**src/rtl/sie_pkg.sv**
```systemverilog
// Package of encodings, field positions and phase codes for the subset instruction executor.
package sie_pkg;
  localparam logic [2:0] SIE_CALL_TOP = 3'h7;
  localparam logic [6:0] SIE_CLR_TOP = 7'h14;
  localparam logic [6:0] SIE_COM_TOP = 7'h09;
  localparam logic [2:0] SIE_MOVP_TOP = 3'h2;
  localparam logic [7:0] SIE_MOVW_TOP = 8'h01;
  localparam logic [15:0] SIE_WDT_OP = 16'h0004;
  localparam int SIE_LIT_W = 13;
  localparam int SIE_SEL_BIT = 8;
  localparam int SIE_P_W = 5;
  localparam logic [7:0] SIE_ZERO = 8'h00;
  localparam logic [15:0] SIE_PC_RST = 16'h0000;
  localparam logic [7:0] SIE_LATCH_RST = 8'h00;
  typedef enum logic [1:0] {
    SIE_Q1 = 2'b00,
    SIE_Q2 = 2'b01,
    SIE_Q3 = 2'b10,
    SIE_Q4 = 2'b11
  } sie_phase_t;
endpackage

```
**src/rtl/sie_executor.sv**
```systemverilog
// Decoder and executor for six instructions of an 8-bit core, four phases per cycle.
module sie_executor
  import sie_pkg::*;
(
  // Clock and reset.
  input wire logic clk_sys,
  input wire logic srst,
  // Instruction fetch.
  input wire logic [15:0] instr,
  output logic instr_taken,
  output logic [1:0] phase,
  // Program counter and return stack.
  output logic [15:0] pc,
  output logic [7:0] program_counter_latch,
  output logic stack_push,
  output logic [15:0] return_stack_top,
  // Data memory file; indirect addresses are resolved outside.
  output logic [7:0] file_raddr,
  output logic file_rd,
  input wire logic [7:0] file_rdata,
  output logic [7:0] file_waddr,
  output logic [7:0] file_wdata,
  output logic file_we,
  // Working register, flags and watchdog.
  output logic [7:0] working_register,
  output logic zero_flag,
  output logic timeout_flag,
  output logic power_down_flag,
  output logic wdt_clear,
  output logic other_op
);

  ////////////////////////////////////////////////////////////////////////
  // Phase and instruction holding.
  sie_phase_t ph_r;
  logic [15:0] ir_r;
  logic fnop_r;
  logic [7:0] opnd_r;
  logic [15:0] pc_r;
  logic [7:0] latch_r;
  logic [15:0] tos_r;
  logic push_r;
  logic [7:0] w_r;
  logic z_r, to_r, pd_r, wdtc_r;
  logic [7:0] fwa_r, fwd_r;
  logic fwe_r;

  // Opcode match wires; a forced no-op suppresses every match.
  wire is_call = !fnop_r && ir_r[15:13] == SIE_CALL_TOP;
  wire is_clr = !fnop_r && ir_r[15:9] == SIE_CLR_TOP;
  wire is_wdt = !fnop_r && ir_r == SIE_WDT_OP;
  wire is_com = !fnop_r && ir_r[15:9] == SIE_COM_TOP;
  wire is_movp = !fnop_r && ir_r[15:13] == SIE_MOVP_TOP;
  wire is_movw = !fnop_r && ir_r[15:8] == SIE_MOVW_TOP;
  wire known = is_call | is_clr | is_wdt | is_com | is_movp | is_movw;
  wire [12:0] lit = ir_r[SIE_LIT_W-1:0];
  wire sel_bit = ir_r[SIE_SEL_BIT];
  wire [7:0] f_addr = ir_r[7:0];
  wire [7:0] p_addr = {3'h0, ir_r[12:8]};
  // The read address is the 5-bit source field for a move to file, otherwise the 8-bit file field.
  wire [7:0] rd_addr = is_movp ? p_addr : f_addr;
  wire [7:0] com_val = ~opnd_r;

  // Phase counter.
  always_ff @(posedge clk_sys) begin
    if (srst) begin
      ph_r <= SIE_Q1;
    end else begin
      ph_r <= sie_phase_t'(ph_r + 2'h1);
    end
  end

  // Fetch latch: an instruction is taken at the end of Q4; after a call the next one is dropped.
  always_ff @(posedge clk_sys) begin
    if (srst) begin
      ir_r <= 16'h0000;
      fnop_r <= 1'b1;
    end else if (ph_r == SIE_Q4) begin
      ir_r <= instr;
      fnop_r <= is_call;
    end
  end

  // Operand read in Q2.
  always_ff @(posedge clk_sys) begin
    if (srst) begin
      opnd_r <= SIE_ZERO;
    end else if (ph_r == SIE_Q2) begin
      opnd_r <= file_rdata;
    end
  end

  ////////////////////////////////////////////////////////////////////////
  // Call: push in Q2, then load PC and latch in Q3, so the push is first.
  always_ff @(posedge clk_sys) begin
    if (srst) begin
      pc_r <= SIE_PC_RST;
      latch_r <= SIE_LATCH_RST;
      tos_r <= SIE_PC_RST;
      push_r <= 1'b0;
    end else begin
      push_r <= is_call && ph_r == SIE_Q2;
      if (is_call && ph_r == SIE_Q2) begin
        tos_r <= pc_r + 16'h0001;
      end
      if (is_call && ph_r == SIE_Q3) begin
        pc_r <= {pc_r[15:13], lit};
        latch_r <= {pc_r[15:13], lit[12:8]};
      end else if (ph_r == SIE_Q4 && !is_call) begin
        pc_r <= pc_r + 16'h0001;
      end
    end
  end

  ////////////////////////////////////////////////////////////////////////
  // Execute results are written at the end of Q3; other opcodes leave all state alone.
  always_ff @(posedge clk_sys) begin
    if (srst) begin
      w_r <= SIE_ZERO;
      z_r <= 1'b0;
      to_r <= 1'b1;
      pd_r <= 1'b1;
      wdtc_r <= 1'b0;
      fwa_r <= SIE_ZERO;
      fwd_r <= SIE_ZERO;
      fwe_r <= 1'b0;
    end else begin
      fwe_r <= 1'b0;
      wdtc_r <= 1'b0;
      if (ph_r == SIE_Q3) begin
        if (is_clr) begin
          fwa_r <= f_addr;
          fwd_r <= SIE_ZERO;
          fwe_r <= 1'b1;
          if (!sel_bit) begin
            w_r <= SIE_ZERO;
          end
        end
        if (is_com) begin
          z_r <= com_val == SIE_ZERO;
          if (sel_bit) begin
            fwa_r <= f_addr;
            fwd_r <= com_val;
            fwe_r <= 1'b1;
          end else begin
            w_r <= com_val;
          end
        end
        if (is_movp) begin
          fwa_r <= f_addr;
          fwd_r <= opnd_r;
          fwe_r <= 1'b1;
          z_r <= opnd_r == SIE_ZERO;
        end
        if (is_movw) begin
          fwa_r <= f_addr;
          fwd_r <= w_r;
          fwe_r <= 1'b1;
        end
        if (is_wdt) begin
          wdtc_r <= 1'b1;
          to_r <= 1'b1;
          pd_r <= 1'b1;
        end
      end
    end
  end

  // Output drive.
  assign instr_taken = ph_r == SIE_Q4;
  assign phase = ph_r;
  assign pc = pc_r;
  assign program_counter_latch = latch_r;
  assign stack_push = push_r;
  assign return_stack_top = tos_r;
  assign file_raddr = rd_addr;
  assign file_rd = ph_r == SIE_Q2 && (is_com | is_movp);
  assign file_waddr = fwa_r;
  assign file_wdata = fwd_r;
  assign file_we = fwe_r;
  assign working_register = w_r;
  assign zero_flag = z_r;
  assign timeout_flag = to_r;
  assign power_down_flag = pd_r;
  assign wdt_clear = wdtc_r;
  assign other_op = ph_r == SIE_Q1 && !fnop_r && !known;

  ////////////////////////////////////////////////////////////////////////
  // Checks.
  property p_call_pc;
    @(posedge clk_sys) disable iff (srst)
    (is_call && ph_r == SIE_Q3) |=> pc_r[12:0] == $past(lit) && pc_r[15:13] == $past(pc_r[15:13]);
  endproperty
  a_call_pc: assert property (p_call_pc) else $error("call target wrong");

  property p_push_first;
    @(posedge clk_sys) disable iff (srst)
    (is_call && ph_r == SIE_Q2) |=> push_r && tos_r == $past(pc_r) + 16'h0001
      ##1 pc_r[12:0] == lit;
  endproperty
  a_push_first: assert property (p_push_first) else $error("push not before pc load");

  property p_latch;
    @(posedge clk_sys) disable iff (srst)
    (is_call && ph_r == SIE_Q3) |=> latch_r == {pc_r[15:13], pc_r[12:8]};
  endproperty
  a_latch: assert property (p_latch) else $error("latch copy wrong");

  property p_fnop;
    @(posedge clk_sys) disable iff (srst)
    (is_call && ph_r == SIE_Q4) |=> (fnop_r && !known) [*4];
  endproperty
  a_fnop: assert property (p_fnop) else $error("no forced no-op after call");

  property p_clr;
    @(posedge clk_sys) disable iff (srst)
    (is_clr && ph_r == SIE_Q3) |=> fwe_r && fwd_r == SIE_ZERO && (sel_bit || w_r == SIE_ZERO);
  endproperty
  a_clr: assert property (p_clr) else $error("clear wrong");

  property p_wdt;
    @(posedge clk_sys) disable iff (srst)
    (is_wdt && ph_r == SIE_Q3) |=> wdtc_r && to_r && pd_r ##1 !wdtc_r;
  endproperty
  a_wdt: assert property (p_wdt) else $error("watchdog clear wrong");

  property p_com;
    @(posedge clk_sys) disable iff (srst)
    (is_com && ph_r == SIE_Q3) |=> z_r == ($past(opnd_r) == 8'hFF);
  endproperty
  a_com: assert property (p_com) else $error("complement zero flag wrong");

  property p_movw;
    @(posedge clk_sys) disable iff (srst)
    (is_movw && ph_r == SIE_Q3) |=> fwe_r && fwd_r == w_r && z_r == $past(z_r);
  endproperty
  a_movw: assert property (p_movw) else $error("store wrong");

  property p_other;
    @(posedge clk_sys) disable iff (srst)
    (!known && ph_r == SIE_Q3) |=> !fwe_r && w_r == $past(w_r) && !wdtc_r;
  endproperty
  a_other: assert property (p_other) else $error("unknown opcode changed state");

  // Phase, strobe and per-opcode checks; the unknown-opcode frame must stay quiet as well.
  property p_phase_step;
    @(posedge clk_sys) disable iff (srst)
    1'b1 |=> ph_r == sie_phase_t'($past(ph_r) + 2'h1);
  endproperty
  a_phase_step: assert property (p_phase_step) else $error("phase did not advance");

  property p_clr_target;
    @(posedge clk_sys) disable iff (srst)
    (is_clr && ph_r == SIE_Q3) |=> fwa_r == f_addr && z_r == $past(z_r);
  endproperty
  a_clr_target: assert property (p_clr_target) else $error("clear target or flag wrong");

  property p_clr_keep_w;
    @(posedge clk_sys) disable iff (srst)
    (is_clr && sel_bit && ph_r == SIE_Q3) |=> w_r == $past(w_r);
  endproperty
  a_clr_keep_w: assert property (p_clr_keep_w) else $error("clear touched working reg");

  property p_com_dest;
    @(posedge clk_sys) disable iff (srst)
    (is_com && sel_bit && ph_r == SIE_Q3) |=> fwe_r && fwa_r == f_addr
      && fwd_r == ~$past(opnd_r);
  endproperty
  a_com_dest: assert property (p_com_dest) else $error("complement write-back wrong");

  property p_com_w;
    @(posedge clk_sys) disable iff (srst)
    (is_com && !sel_bit && ph_r == SIE_Q3) |=> !fwe_r && w_r == ~$past(opnd_r);
  endproperty
  a_com_w: assert property (p_com_w) else $error("complement to working reg wrong");

  property p_movp;
    @(posedge clk_sys) disable iff (srst)
    (is_movp && ph_r == SIE_Q3) |=> fwe_r && fwa_r == f_addr && fwd_r == $past(opnd_r)
      && z_r == ($past(opnd_r) == SIE_ZERO);
  endproperty
  a_movp: assert property (p_movp) else $error("move to file wrong");

  property p_movp_read;
    @(posedge clk_sys) disable iff (srst)
    (is_movp && ph_r == SIE_Q2) |-> file_rd && file_raddr == p_addr;
  endproperty
  a_movp_read: assert property (p_movp_read) else $error("move source read wrong");

  property p_wdt_phase;
    @(posedge clk_sys) disable iff (srst)
    wdtc_r |-> ph_r == SIE_Q4;
  endproperty
  a_wdt_phase: assert property (p_wdt_phase) else $error("watchdog pulse out of phase");

  property p_wdt_quiet;
    @(posedge clk_sys) disable iff (srst)
    (is_wdt && ph_r == SIE_Q3) |=> !fwe_r && w_r == $past(w_r) && z_r == $past(z_r);
  endproperty
  a_wdt_quiet: assert property (p_wdt_quiet) else $error("watchdog clear wrote data");

  property p_call_flags;
    @(posedge clk_sys) disable iff (srst)
    (is_call && ph_r == SIE_Q3) |=> !fwe_r && z_r == $past(z_r) && w_r == $past(w_r);
  endproperty
  a_call_flags: assert property (p_call_flags) else $error("call changed data state");

  property p_fnop_pc;
    @(posedge clk_sys) disable iff (srst)
    (is_call && ph_r == SIE_Q4) |=> pc_r == $past(pc_r);
  endproperty
  a_fnop_pc: assert property (p_fnop_pc) else $error("call target stepped early");

  property p_push_pulse;
    @(posedge clk_sys) disable iff (srst)
    push_r |=> !push_r;
  endproperty
  a_push_pulse: assert property (p_push_pulse) else $error("push strobe too long");

  property p_we_q4;
    @(posedge clk_sys) disable iff (srst)
    fwe_r |-> ph_r == SIE_Q4;
  endproperty
  a_we_q4: assert property (p_we_q4) else $error("file write out of phase");

  property p_read_q2;
    @(posedge clk_sys) disable iff (srst)
    file_rd |-> ph_r == SIE_Q2;
  endproperty
  a_read_q2: assert property (p_read_q2) else $error("file read out of phase");

  property p_movw_target;
    @(posedge clk_sys) disable iff (srst)
    (is_movw && ph_r == SIE_Q3) |=> fwa_r == f_addr && w_r == $past(w_r);
  endproperty
  a_movw_target: assert property (p_movw_target) else $error("store target wrong");

  property p_other_pulse;
    @(posedge clk_sys) disable iff (srst)
    other_op |-> ##3 !fwe_r && !wdtc_r;
  endproperty
  a_other_pulse: assert property (p_other_pulse) else $error("unknown opcode wrote");

  c_call: cover property (@(posedge clk_sys) disable iff (srst) is_call && ph_r == SIE_Q3);
  c_movp: cover property (@(posedge clk_sys) disable iff (srst) is_movp && ph_r == SIE_Q3);
  c_com: cover property (@(posedge clk_sys) disable iff (srst)
    is_com && !sel_bit && ph_r == SIE_Q3);
  c_wdt: cover property (@(posedge clk_sys) disable iff (srst) is_wdt && ph_r == SIE_Q3);
  c_clr_w: cover property (@(posedge clk_sys) disable iff (srst)
    is_clr && !sel_bit && ph_r == SIE_Q3);

endmodule

```
**config.mk**
```make
export PLATFORM = sky130hd
export DESIGN_NAME = sie_executor
export DESIGN_NICKNAME = d
export VERILOG_FILES = /design/src/rtl/sie_pkg.sv /design/src/rtl/sie_executor.sv
export SDC_FILE = /design/constraint.sdc
export NUM_CORES = 1
export LEC_CHECK = 0
export ABC_AREA = 1
export BUFFER_PORTS_ARGS = -buffer_cell sky130_fd_sc_hd__buf_2
export CAP_MARGIN = 20
export CORE_MARGIN = 5
export CORE_UTILIZATION = 45
export DETAILED_ROUTE_END_ITERATION = 8
export GPL_TIMING_DRIVEN = 1
export PLACE_DENSITY = 0.69
export REMOVE_ABC_BUFFERS = 1
export SLEW_MARGIN = 10
export SYNTH_ARGS = -nofsm -noshare
export SYNTH_HDL_FRONTEND = slang
export SYNTH_SLANG_ARGS = --single-unit
```
**constraint.sdc**
```tcl
create_clock -name clk_sys -period 1.6 [get_ports clk_sys]
set_input_delay 0.16 -clock clk_sys [delete_from_list [all_inputs] [get_ports clk_sys]]
set_output_delay 0.16 -clock clk_sys [all_outputs]
set_load 0.05 [all_outputs]
```
# Word-level counts from Yosys, hierarchy flattened
# Cells that the tools add are included.
# W data, S select, Z words.
[op_classes]
add_sub_neg = 2
n_mul = 0
div_mod_pow = 0
magnitude_cmp = 0
n_eq_ne = 9
shifts = 0
muxes = 25
bitwise_logic = 9
n_reduce_logical = 23
[op_table]
columns = ["cell", "count"]
rows = [
  ["$mux W8", 15],
  ["$mux W13", 2],
  ["$add A16 B1 Y16 const B", 1],
  ["$eq A16 B3 Y1 const B", 1],
  ["$logic_not A8 Y1", 2],
  ["$logic_and A1 B1 Y1", 12],
  ["$eq A8 B1 Y1 const B", 1],
  ["$mux W1", 8],
  ["$not A8 Y8", 1],
  ["$eq A7 B4 Y1 const B", 1],
  ["$eq A7 B5 Y1 const B", 1],
  ["$or A1 B1 Y1", 6],
  ["$eq A2 B2 Y1 const B", 2],
  ["$reduce_and A2 Y1", 2],
  ["$reduce_bool A2 Y1", 2],
  ["$eq A3 B2 Y1 const B", 1],
  ["$eq A3 B3 Y1 const B", 1],
  ["$logic_not A1 Y1", 3],
  ["$add A2 B1 Y2 const B", 1],
  ["$eq A2 B1 Y1 const B", 1],
  ["$logic_not A2 Y1", 1],
  ["$not A1 Y1", 2],
  ["$reduce_or A2 Y1", 1],
]
[word_totals]
ff_bits = 95
latchBits = 0
mem_bits_rw = 0
mem_bits_ro = 0
input_bits = 26
output_inout_bits = 83
n_memories = 0

# Longest topological paths before layout
# Gate-level depths: netlist of run 1.
[depth]
word_depth = 9
depth_mapped = 10

# Worst setup path after synthesis of run 1
# No wires, ideal clock.
[synth_path]
path_kind = "register to output"
from = "reg ph_r[0], in the netlist phase[0]"
to = "out other_op"
arrival_ps = 2130
path_slack_ps = -690
path_stages_with_launch = 7
cell_sequence = "dfxtp_1 > inv_1 > ha_1 > nand3_1 > nor2_1 > nand2_1 > nor3b_1"
[synth_via]
elab_chain_cells = 3
[synth_lines]
columns = ["element", "line_no", "source"]
rows = [
  ["from (decl)", "sie_executor.sv:35", "sie_phase_t ph_r;"],
  ["from (signal assigned)", "sie_executor.sv:69", "ph_r <= sie_phase_t'(ph_r + 2'h1);"],
  ["$logic_not A2 Y1", "sie_executor.sv:186", "assign other_op = ph_r == SIE_Q1 && !fnop_r && !known;"],
  ["$logic_and A1 B1 Y1 (2 in a row)", "sie_executor.sv:186", ""],
  ["to (decl)", "sie_executor.sv:30", "output logic other_op"],
]
# Every way passes these cells.

# Worst setup path after layout of run 1
[layout_path]
from = "reg fnop_r"
to = "out file_rd"
[layout_via]
elab_chain_cells = 4
elab_cells_between_ends = 5
classes_between = "bitwise: 1; reduce/logical: 4"
[layout_lines]
columns = ["element", "line_no", "source"]
rows = [
  ["from (decl)", "sie_executor.sv:37", "logic fnop_r;"],
  ["from (signal assigned)", "sie_executor.sv:80", "fnop_r <= is_call;"],
  ["$logic_not A1 Y1 (*)", "sie_executor.sv:52, sie_executor.sv:53", ""],
  ["$logic_and A1 B1 Y1, on equally long branches", "sie_executor.sv:52, sie_executor.sv:53", ""],
  ["$or A1 B1 Y1 (*)", "sie_executor.sv:177", "assign file_rd = ph_r == SIE_Q2 && (is_com | is_movp);"],
  ["$logic_and A1 B1 Y1 (*)", "sie_executor.sv:177", ""],
  ["to (decl)", "sie_executor.sv:19", "output logic file_rd,"],
]
# Mark *: on every way between the ends. The rest lies on a longest branch, timed or not.

==> impl_summary.md, run 1 <==
Worst setup path
At the worst endpoint, the arrival time is 1620 ps. For the worst setup path, the data required time is 1440 ps. The critical path class is register to output pin. The element type at the critical path end is an output pin.

The highest fanout seen on the critical path is 11. The startpoint type of the worst setup path is a register.

STA
Setup repair after global routing could not meet its margin everywhere. The final cycle utilization of the critical path is 111%. Counting I/O delays and the setup requirement, the final critical path takes 1780 ps.

On the final layout, the worst clock skew is 11.5 ps. After layout, the worst setup slack is -180 ps. For this run, the top clock speed supported by timing is 562 MHz. The final hold violation count was 0. The final max-slew violation count was 0.

The final setup violation count is 10.

Place
The HPWL after detailed placement is 9500 µm. Routability-driven placement finished with a final weighted congestion of 0.950. Once placement completed, the tool counted placed cells totaling 893. During placement, the flow inserted port buffers numbering 106. The placed instances occupy a cell area of 5320 µm². Before CTS, the worst setup slack after placement is 46.0 ps.

Pwr
The design draws 4.96 mW. In this run the power density over the cells is 840 nW/µm². The worst IR drop on VDD is 0.489 mV.

The leakage power of the design is 2.76 nW.

Drt
The final layout contains routed wiring with a total length of 13500 µm. The first-iteration detailed-routing DRC count is 329. For this block, the via count after detailed routing is 4760.

After detailed routing, the number of remaining DRC violations is 0. In the final routed layout, each cell accounts on average for 14.7 µm. In the routed layout, each cell is associated on average with a via count of 5.16. The number of search-and-repair iterations in the first detailed-routing pass is 5. The post-route antenna net violation count is 0.

Finish
Counting the fill cells in the layout gives 938. After routing the design area is 5900 µm². Once layout is complete, the cells apart from fillers number 922.

0 antenna diodes ended up in the layout. The synthesis-to-finish area growth is 29.6%. The share of cells above drive strength 1 is 29.4%. The final layout net count is 815.

Logic synthesis
Of the post-synthesis cell area, the dominant cell type holds 41.8%. Ranked by total cell area, the synthesized netlist is headed by dfxtp_1 42%, nand2_1 11%, a21oi_1 7.1%. The sequential element share of the synthesized area is 41.8%. Counting instances in the post-synthesis netlist gives the leading cell types as 137 x nand2_1, 95 x dfxtp_1, 79 x inv_1, 72 x nor2_1, 65 x a21oi_1. Synthesis produced 654 cells. The dominant cell type by area after synthesis is dfxtp_1. The netlist uses 38 different library cells. The post-synthesis register bit count is 95. After synthesis the cells add up to 4550 µm². The most numerous cell in the Yosys netlist is nand2_1. The synthesized design contains 0 enable-type register cells. Yosys printed 0 warnings.

The proportion of synthesized flip-flops having asynchronous set or reset is 0%. A synthesized cell averages 6.96 µm². The most used flip-flop cell after synthesis is dfxtp_1.

Worst hold path
The path category of the worst min-delay check is input port to register.

GRT
met2 is the most crowded layer. The met1 track demand over resource is 27.4%. The met2 track demand over resource in global routing is 37.3%. Global routing used 21.7% of the available tracks across all layers. For this run the aggregate overflow at the end of global routing stands at 0. The first global-routing pass estimated 22300 µm of wire. The number of antenna violations at the first check in global routing is 0.

The number of global-route vias before repair is 4564. The fraction of met3 tracks used by global routing is 4.49%. The largest net degree at the start of global routing is 66.

Clock network
The clock tree from TritonCTS is yes. After clock tree synthesis, the clock-pin slew on the worst setup and hold paths is 90 ps. The cell at the root of the clock tree is clkbuf_8. The clock latency of the later-clocked register in the worst-skew pair is 360 ps. In this run the deepest clock path goes through 2 buffers.

Counting every sink on the clock net gives 95. TritonCTS created 9 clock buffers. The maximum level of the CTS H-tree is 3.

The number of buffers added to fix hold violations after cts is 0.

Floorplan
The die covers 12200 µm². The starting utilization of the core area is 46.4%. The number of placement rows is 36. The die is 111 µm wide. The area of the core is 9820 µm². 109 I/O pins were placed. The die span in y is 111 µm.

Run
The tool flagged a number of max-cap violations equal to 0.

Outcome
The run finished, with violations left. The final reports fail on negative setup slack.
[area by class of cell]
type | count | area [µm²] | area share (%)
multi-input combinational | 442 | 2330 | 39.5
timing repair buffer | 146 | 925 | 15.7
sequential | 95 | 1930 | 32.7
clock inverter | 3 | 40.0 | 0.679
tap | 133 | 166 | 2.82
inverter | 90 | 340 | 5.77
clock buffer | 13 | 169 | 2.86
[what timing repair did]
| item | 4_1_cts | 5_1_grt |
|---|---|---|
| endpoints found under the setup margin | 10 | 43 |
| gates resized for setup | 55 | 37 |
| endpoints found under the hold margin | 0 | 0 |
| pin swaps | 5 | 9 |
| setup buffers | 9 | 7 |
[report_power, final]
group | switching, mW | internal, mW
Sequential | 0.0707 | 2.44
Clock | 0.828 | 0.848
Combinational | 0.530 | 0.244
[cells by family (layout without fill, tap and decap cells)]
group	Yosys count	in the layout	share of synthesized area (%)
other	1	2	0.0824
AO/OA/AOI/OAI	148	148	17.6
flip-flops	95	95	41.8
XOR/XNOR	4	4	0.770
adder cells (fa/ha/maj)	5	5	1.37
AND/OR/NAND/NOR	283	283	27.7
buffers and inverters	118	252	10.7
[per-stage QoR]
stage / TNS [ps] / utilization, % / hold WS, ps
2_1_floorplan: -38170 / - / 227
3_3_place_gp: 0 / 54.2 / 392
3_5_place_dp: 0 / 54.2 / 399
4_1_cts: -365 / 58.5 / 15.0
5_1_grt: -1270 / 60.1 / 24.4
6_report: -683 / 60.1 / 20.6
[critical path, cell delays in order (launching register included)]
cell	delay, ps
dfxtp_4	380
nor2_2	170
nand2_4	90
buf_4	140
buf_6	140
a21oi_2	160
buf_6	170
[state kept, by name, indices dropped and copies added, names as in the netlist, named ones only]
| name | cells |
|---|---|
| file_we | 1 |
| phase | 2 |
| opnd_r | 8 |
| return_stack_top | 16 |
| wdt_clear | 1 |
| pc | 16 |
| file_wdata | 8 |
| program_counter_latch | 8 |
| stack_push | 1 |
| zero_flag | 1 |
| ir_r | 16 |
| fnop_r | 1 |
| file_waddr | 8 |
[worst paths after layout]
kind	to	startpoint	cells after the start	slack (ps)
max	file_rd	fnop_r	6	-180
min	ir_r[2]	instr[2]	3	20
max reg2reg	wdt_clear	ir_r[15]	8	70
min reg2reg	return_stack_top[2]	return_stack_top[2]	2	460
[metal layers]
layer	wire [µm]	share of wire [%]	vias up
met2	6500	48	193
met5	0	0	-
li1	-	-	2375
met3	1030	7.6	18
met4	214	1.6	0
met1	5780	43	2174
[cells in the final DEF (no fill, tap or decap), drive strengths merged, types with 4 or more instances in the layout]
master and n:
dfxtp 95, buf 146, a21oi 67, o21ai 61
nor2 75, o21a 5, o211ai 6, clkbuf 13
nand4 15, xor2 4, inv 89, ha 5
nor3 10, nand3 37, nand2 143
(Power assumes the default switching activity.)
==> inputs of run 2 (changes only) <==
Settings changed: CTS_BUF_LIST set to sky130_fd_sc_hd__clkbuf_8, RECOVER_POWER set to 100.
==> run 2 against run 1 <==
The flow still finishes with violations (negative setup slack). Total power fell by 0.11%. Sequential power about the same. Sequential cell count unchanged. Critical path depth is the same. Non-clock buffer count unchanged. Cell count did not move. Die area did not move. First-iteration DRC count grew 1.2%. Register-to-register slack is essentially flat. Critical path type unchanged. Clock power hardly changed.
==> impl_summary.md, run 2 (same netlist as run 1, synthesis figures left out) <==
STA
The worst path uses 111% of the clock period. The final max-slew violation count is 0. The maximum achievable frequency is 562 MHz. The final worst setup slack is -180 ps. The final worst clock skew is 12.3 ps. The accumulated negative setup slack is -696 ps. The final setup violation count is 10. Setup repair after global routing could not meet its margin everywhere. Counting I/O delays and the setup requirement, the final critical path takes 1780 ps.

The final hold violation count is 0.

Finish
Across the whole layout, storage elements account for 1930 µm². The total inserted antenna cells is 0. Once layout is complete, the utilization of the core stands at 60.0%.

Compared with the post-synthesis result, the final layout area differs by 29.5%. For this run, the post-layout net count is 815. In the final layout, the multi-input gates occupy 2330 µm². After filler insertion, the fill cell instance count of the layout stands at 940. In the layout the commonest cells are 130 x nand2_1, 95 x buf_2, 84 x dfxtp_1. The leading cell type in the layout, fill and taps excluded is nand2_1. The share of cells above drive strength 1 is 29.3%.

Worst setup path
Walking the worst path, the cells encountered are nor2_2 > nand2_4 > buf_4 > buf_6 > a21oi_2 > buf_6. The largest individual stage delay along the critical path comes from the cell dfxtp_4. The critical path data arrival time is 1620 ps.

The highest fanout seen on the critical path is 11. The cell family contributing the most delay on the critical path is buffers and inverters. The critical path class is register to output pin. The worst setup path is launched from a register. The critical path contains buffers and inverters numbering 3 combined.

The largest stage delay on the critical path is 380 ps. Data on the critical path is required at its endpoint by 1440 ps. The most prevalent standard cell on the critical path is buf_6. The element type at the critical path end is an output pin.

Floorplan
The die outline width is 111 µm. Measured along the y axis, the die boundary spans 111 µm. The number of placement rows is 36.

109 I/O pins were placed. The floorplan step defined a die boundary enclosing 12200 µm². The area of the core is 9820 µm². For this configuration, the core starts out at a cell density of 46.4%.

Clock network
Clock-pin slew was measured on the worst setup and hold paths at 100 ps. The number of buffers on the longest clock path is 2. Buffers inserted during clock tree synthesis total 9. The clock latency of the later-clocked register in the worst-skew pair is 370 ps. CTS saw 95 sinks.

The H-tree was split into 3 levels. The clock tree from TritonCTS is yes. The tree is rooted in a clkbuf_8.

The number of buffers added to fix hold violations after cts is 0.

GRT
The first global-routing pass estimated 22300 µm of wire. For this run the aggregate overflow at the end of global routing stands at 0. Entering global routing, the biggest net connects 66 pins. The number of global-route vias before repair was 4564.

The total global-route track usage is 21.7%. The number of antenna violations at the first check in global routing is 0.

Outcome
The checks that failed: negative setup slack. The run finished, with violations left.

Place
Detailed placement ended at an HPWL of 9500 µm. The count of buffers from port buffering is 106. The placer congestion estimate is 0.950.

Run
The number of maximum-capacitance violations is 0.

Drt
The average routed wire per standard cell is 14.6 µm. The total wire length after detailed routing is 13500 µm. After detailed routing, the number of remaining DRC violations is 0. Dividing the detail-routed via count by the number of cells gives 5.18. The detailed router finished its first iteration with 333 violations. The total number of vias is 4779.

In this run the remaining antenna-violating nets after routing total 0. Before antenna repair, the detailed router went through 5 iterations.

Pwr
IR analysis of the VDD net gives a maximum drop of 0.490 mV. The power density of the placed cells is 840 nW/µm². The leakage power of the design is 2.76 nW.

Worst hold path
In this run the worst hold path is classified as input port to register.
[run 2: power breakdown]
part	internal, mW	switching (mW)	total (mW)
clock	0.841	0.830	1.67
combinational	0.243	0.530	0.773
sequential	2.44	0.0708	2.51
total	3.52	1.43	4.95
[run 2: worst register-to-register path, stage by stage (launching register included)]
cell and delay, ps:
dfxtp_1 350, clkbuf_1 190, ha_2 290, clkinv_1 80
buf_4 210, o21ai_0 230, a21oi_1 90
[run 2: routing by layer]
layer / global-route usage (%) / share of wire (%) / up-vias
met2: 37.3 / 49 / 187
met3: 4.49 / 6.9 / 16
li1: - / - / 2375
met5: 0 / 0 / -
met4: 6.65 / 1.4 / 0
met1: 27.4 / 43 / 2201
[run 2: repair_timing]
| item | CTS | global route |
|---|---|---|
| pin swaps | 5 | 9 |
| setup buffers | 9 | 7 |
| gates resized for setup | 55 | 37 |
| endpoints found under the setup margin | 10 | 43 |
[run 2: worst paths after layout]
path | end | slack (ps) | cells past startpoint | startpoint
setup / recovery | file_rd | -180 | 6 | fnop_r
hold / removal | ir_r[2] | 20 | 3 | instr[2]
setup reg to reg | ir_r[1] | 70 | 6 | phase[0]
hold reg to reg | return_stack_top[2] | 460 | 2 | return_stack_top[2]
[run 2: metrics by stage]
step                      cells  instance area, µm²  power (mW)  hold WS (ps)  setup slack, ps
after global placement      893                5320        3.23           392             68.8
after detailed placement    893                5320        3.24           399             46.0
after global routing        922                5890        5.15          24.4             -247
after CTS                   918                5750        4.93          15.0             -199
final                       922                5890        4.95          17.0             -180
after floorplan             627                4410        3.01           227             -848
[run 2: cell type report]
type                            instances  area share [%]
Tap cell                              133            2.82
Sequential cell                        95            32.8
Multi-Input combinational cell        442            39.5
Clock buffer                           12            2.80
Timing Repair Buffer                  146            15.6
Clock inverter                          4           0.743
Inverter                               90            5.77
==> inputs of run 3 (changes only) <==
Clock period 1.6 ns to 1.8 ns, I/O delays scaled along.
==> run 3 against run 2 <==
The flow still finishes with violations (negative setup slack). Critical endpoint is now other_op. Clock power decreased by 9.6%. Sequential cell count unchanged. Non-clock buffer count decreased by 15. Die area unchanged. Global-route usage decreased by 0.86 points. Worst setup slack improved by 150 ps. Cell area decreased by 5.9%. Via count decreased by 2.8%. Register-to-register slack about the same. Core utilization decreased by 3.5 points. Critical path depth unchanged. Worst hold slack improved by 35 ps.
==> impl_summary.md, run 3 (same netlist as run 1, synthesis figures left out) <==
Outcome
The run finished, with violations left. The final reports fail on negative setup slack.

Worst setup path
The worst setup path is captured at an output pin. STA classifies the critical path startpoint as a register. The highest fanout seen on the critical path is 5.

Data arrives at the worst endpoint at 1650 ps. The critical path in this run is classified as register to output pin. The endpoint required time on the critical path is 1620 ps.

Clock network
Counting the buffers created by CTS gives 9. The H-tree generated during clock tree synthesis spans 3 levels. TritonCTS built the clock tree. For this design, the sink count on the clock tree is 95. For the worst-skew pair, the clock arrives at the later sink with an insertion delay of 360 ps.

Clock tree synthesis selected as its root buffer the cell clkbuf_8. The clock transition at the register clock pins on the worst setup and hold paths after CTS is 90 ps. Counting along the longest clock path gives a buffer depth of 2.

GRT
For this run, the total global-route usage over all layers was measured as 20.9%. The global-route wire length before repair is 21600 µm. The number of global-route vias before repair is 4287. The number of antenna violations at the first check in global routing is 0.

The total overflow left after global routing is 0. The largest net degree at the start of global routing is 47.

Drt
After detailed routing, the number of remaining DRC violations is 0. For this block, the routed nets add up to 13200 µm of wire. The number of search-and-repair iterations in the first detailed-routing pass is 5. The routed layout has 4643 vias. For this block, the initial DRC count from the detailed router was 413. The post-route antenna net violation count is 0. In the routed layout, each cell is associated on average with a via count of 5.12. The average routed wire per standard cell is 14.5 µm.

STA
The smallest clock period supported by the final layout is computed as 1830 ps. At the pin with the least slew margin, the transition time is 645 ps. In the finished design, the share of the clock period the worst path needs comes to 101%. On the final layout, the worst clock skew is 9.92 ps. The final max-slew violation count is 0. Across all setup checks in the final design, the least slack found is -25.2 ps.

Measured against its own limit, the worst slew margin works out to 57.2%. Setup violations remaining at the end of the flow were counted as 3. The final hold violation count was 0.

Derived from the worst setup path, the maximum achievable clock frequency is 548 MHz. Setup repair after global routing could not meet its margin everywhere.

Finish
The post-route core utilization is 56.5%. The total inserted antenna cells is 0. Leaving out fill and tap cells, the most frequent cells in the layout are 134 x nand2_1, 85 x dfxtp_1, 76 x inv_1. Compared with the post-synthesis result, the final layout area differs by 21.9%. The library cell used most frequently in the layout, excluding fill and tap cells, is nand2_1. The share of cells above drive strength 1 is 16.5%. The layout has 1000 filler cells. The final layout contains 800 nets.

Place
The setup slack at placement is 158 ps. The count of buffers from port buffering is 106. The HPWL after detailed placement is 9540 µm. At the end of routability-driven placement, the weighted congestion stood at 0.914.

Floorplan
The die outline width is 111 µm. The die is 111 µm tall. The area of the core is 9820 µm².

The floorplan step defined a die boundary enclosing 12200 µm². The count of boundary I/O pins is 109. The floorplan has 36 rows.

The starting utilization of the core area is 46.4%.

Run
The number of maximum-capacitance violations is 0.

Pwr
The worst IR drop on VDD is 0.359 mV. The power density of the placed cells is 789 nW/µm². The power consumption is 4.38 mW. The leakage power of the design is 2.33 nW.

Worst hold path
The min-delay analysis places its worst path in the category input port to register.
run 3: layout make-up:
| class | count | area [µm²] | area share (%) |
|---|---|---|---|
| inverter | 90 | 345 | 6.23 |
| timing repair buffer | 131 | 672 | 12.1 |
| tap | 133 | 166 | 3.00 |
| multi-input combinational | 442 | 2220 | 40.1 |
| clock inverter | 4 | 52.6 | 0.947 |
| clock buffer | 12 | 165 | 2.98 |
| sequential | 95 | 1920 | 34.6 |
run 3: worst paths after layout:
kind                                     from  slack [ps]  cells after the start            end
worst max-delay path                 ir_r[15]         -30                      6       other_op
worst min-delay path                instr[15]          50                      3       ir_r[15]
worst min register to register  file_waddr[3]         470                      2  file_waddr[3]
worst max register to register       phase[0]          70                      6        ir_r[7]
run 3: what timing repair did:
item / 4_1_cts / 5_1_grt
endpoints found under the setup margin: 7 / 12
buffers inserted: 3 / 5
hold buffers: 0 / 0
cloned: 0 / 0
gates resized for setup: 18 / 28
hold endpoints to repair: 0 / 0
pin swaps: 3 / 4
run 3: power by group:
group          total, mW  switching (mW)  internal [mW]
combinational      0.630           0.449          0.181
sequential          2.23          0.0651           2.17
clock               1.51           0.755          0.757
total               4.38            1.27           3.11
run 3: per-layer routing:
metal / up-vias / wire [µm] / global-route usage [%]
met4: 0 / 184 / 5.99
met5: - / 0 / 0
met1: 2115 / 5950 / 27.9
met3: 18 / 874 / 4.38
met2: 165 / 6150 / 33.9
li1: 2345 / - / -
run 3: metrics by stage:
step	TNS [ps]	hold WS, ps	area, µm²	std cells
3_3_place_gp	0	413	5260	883
5_1_grt	-564	57.5	5550	907
3_5_place_dp	0	428	5260	883
6_report	-38.9	51.8	5550	907
2_1_floorplan	-23800	247	4410	627
4_1_cts	-23.1	43.0	5540	902
run 3: critical path: stages (launching register included):
cell and delay, ps:
dfxtp_4 370, nor2_2 190, nand2_2 120, nor2_2 120, nand3_1 120, nor3b_2 200
buf_6 150
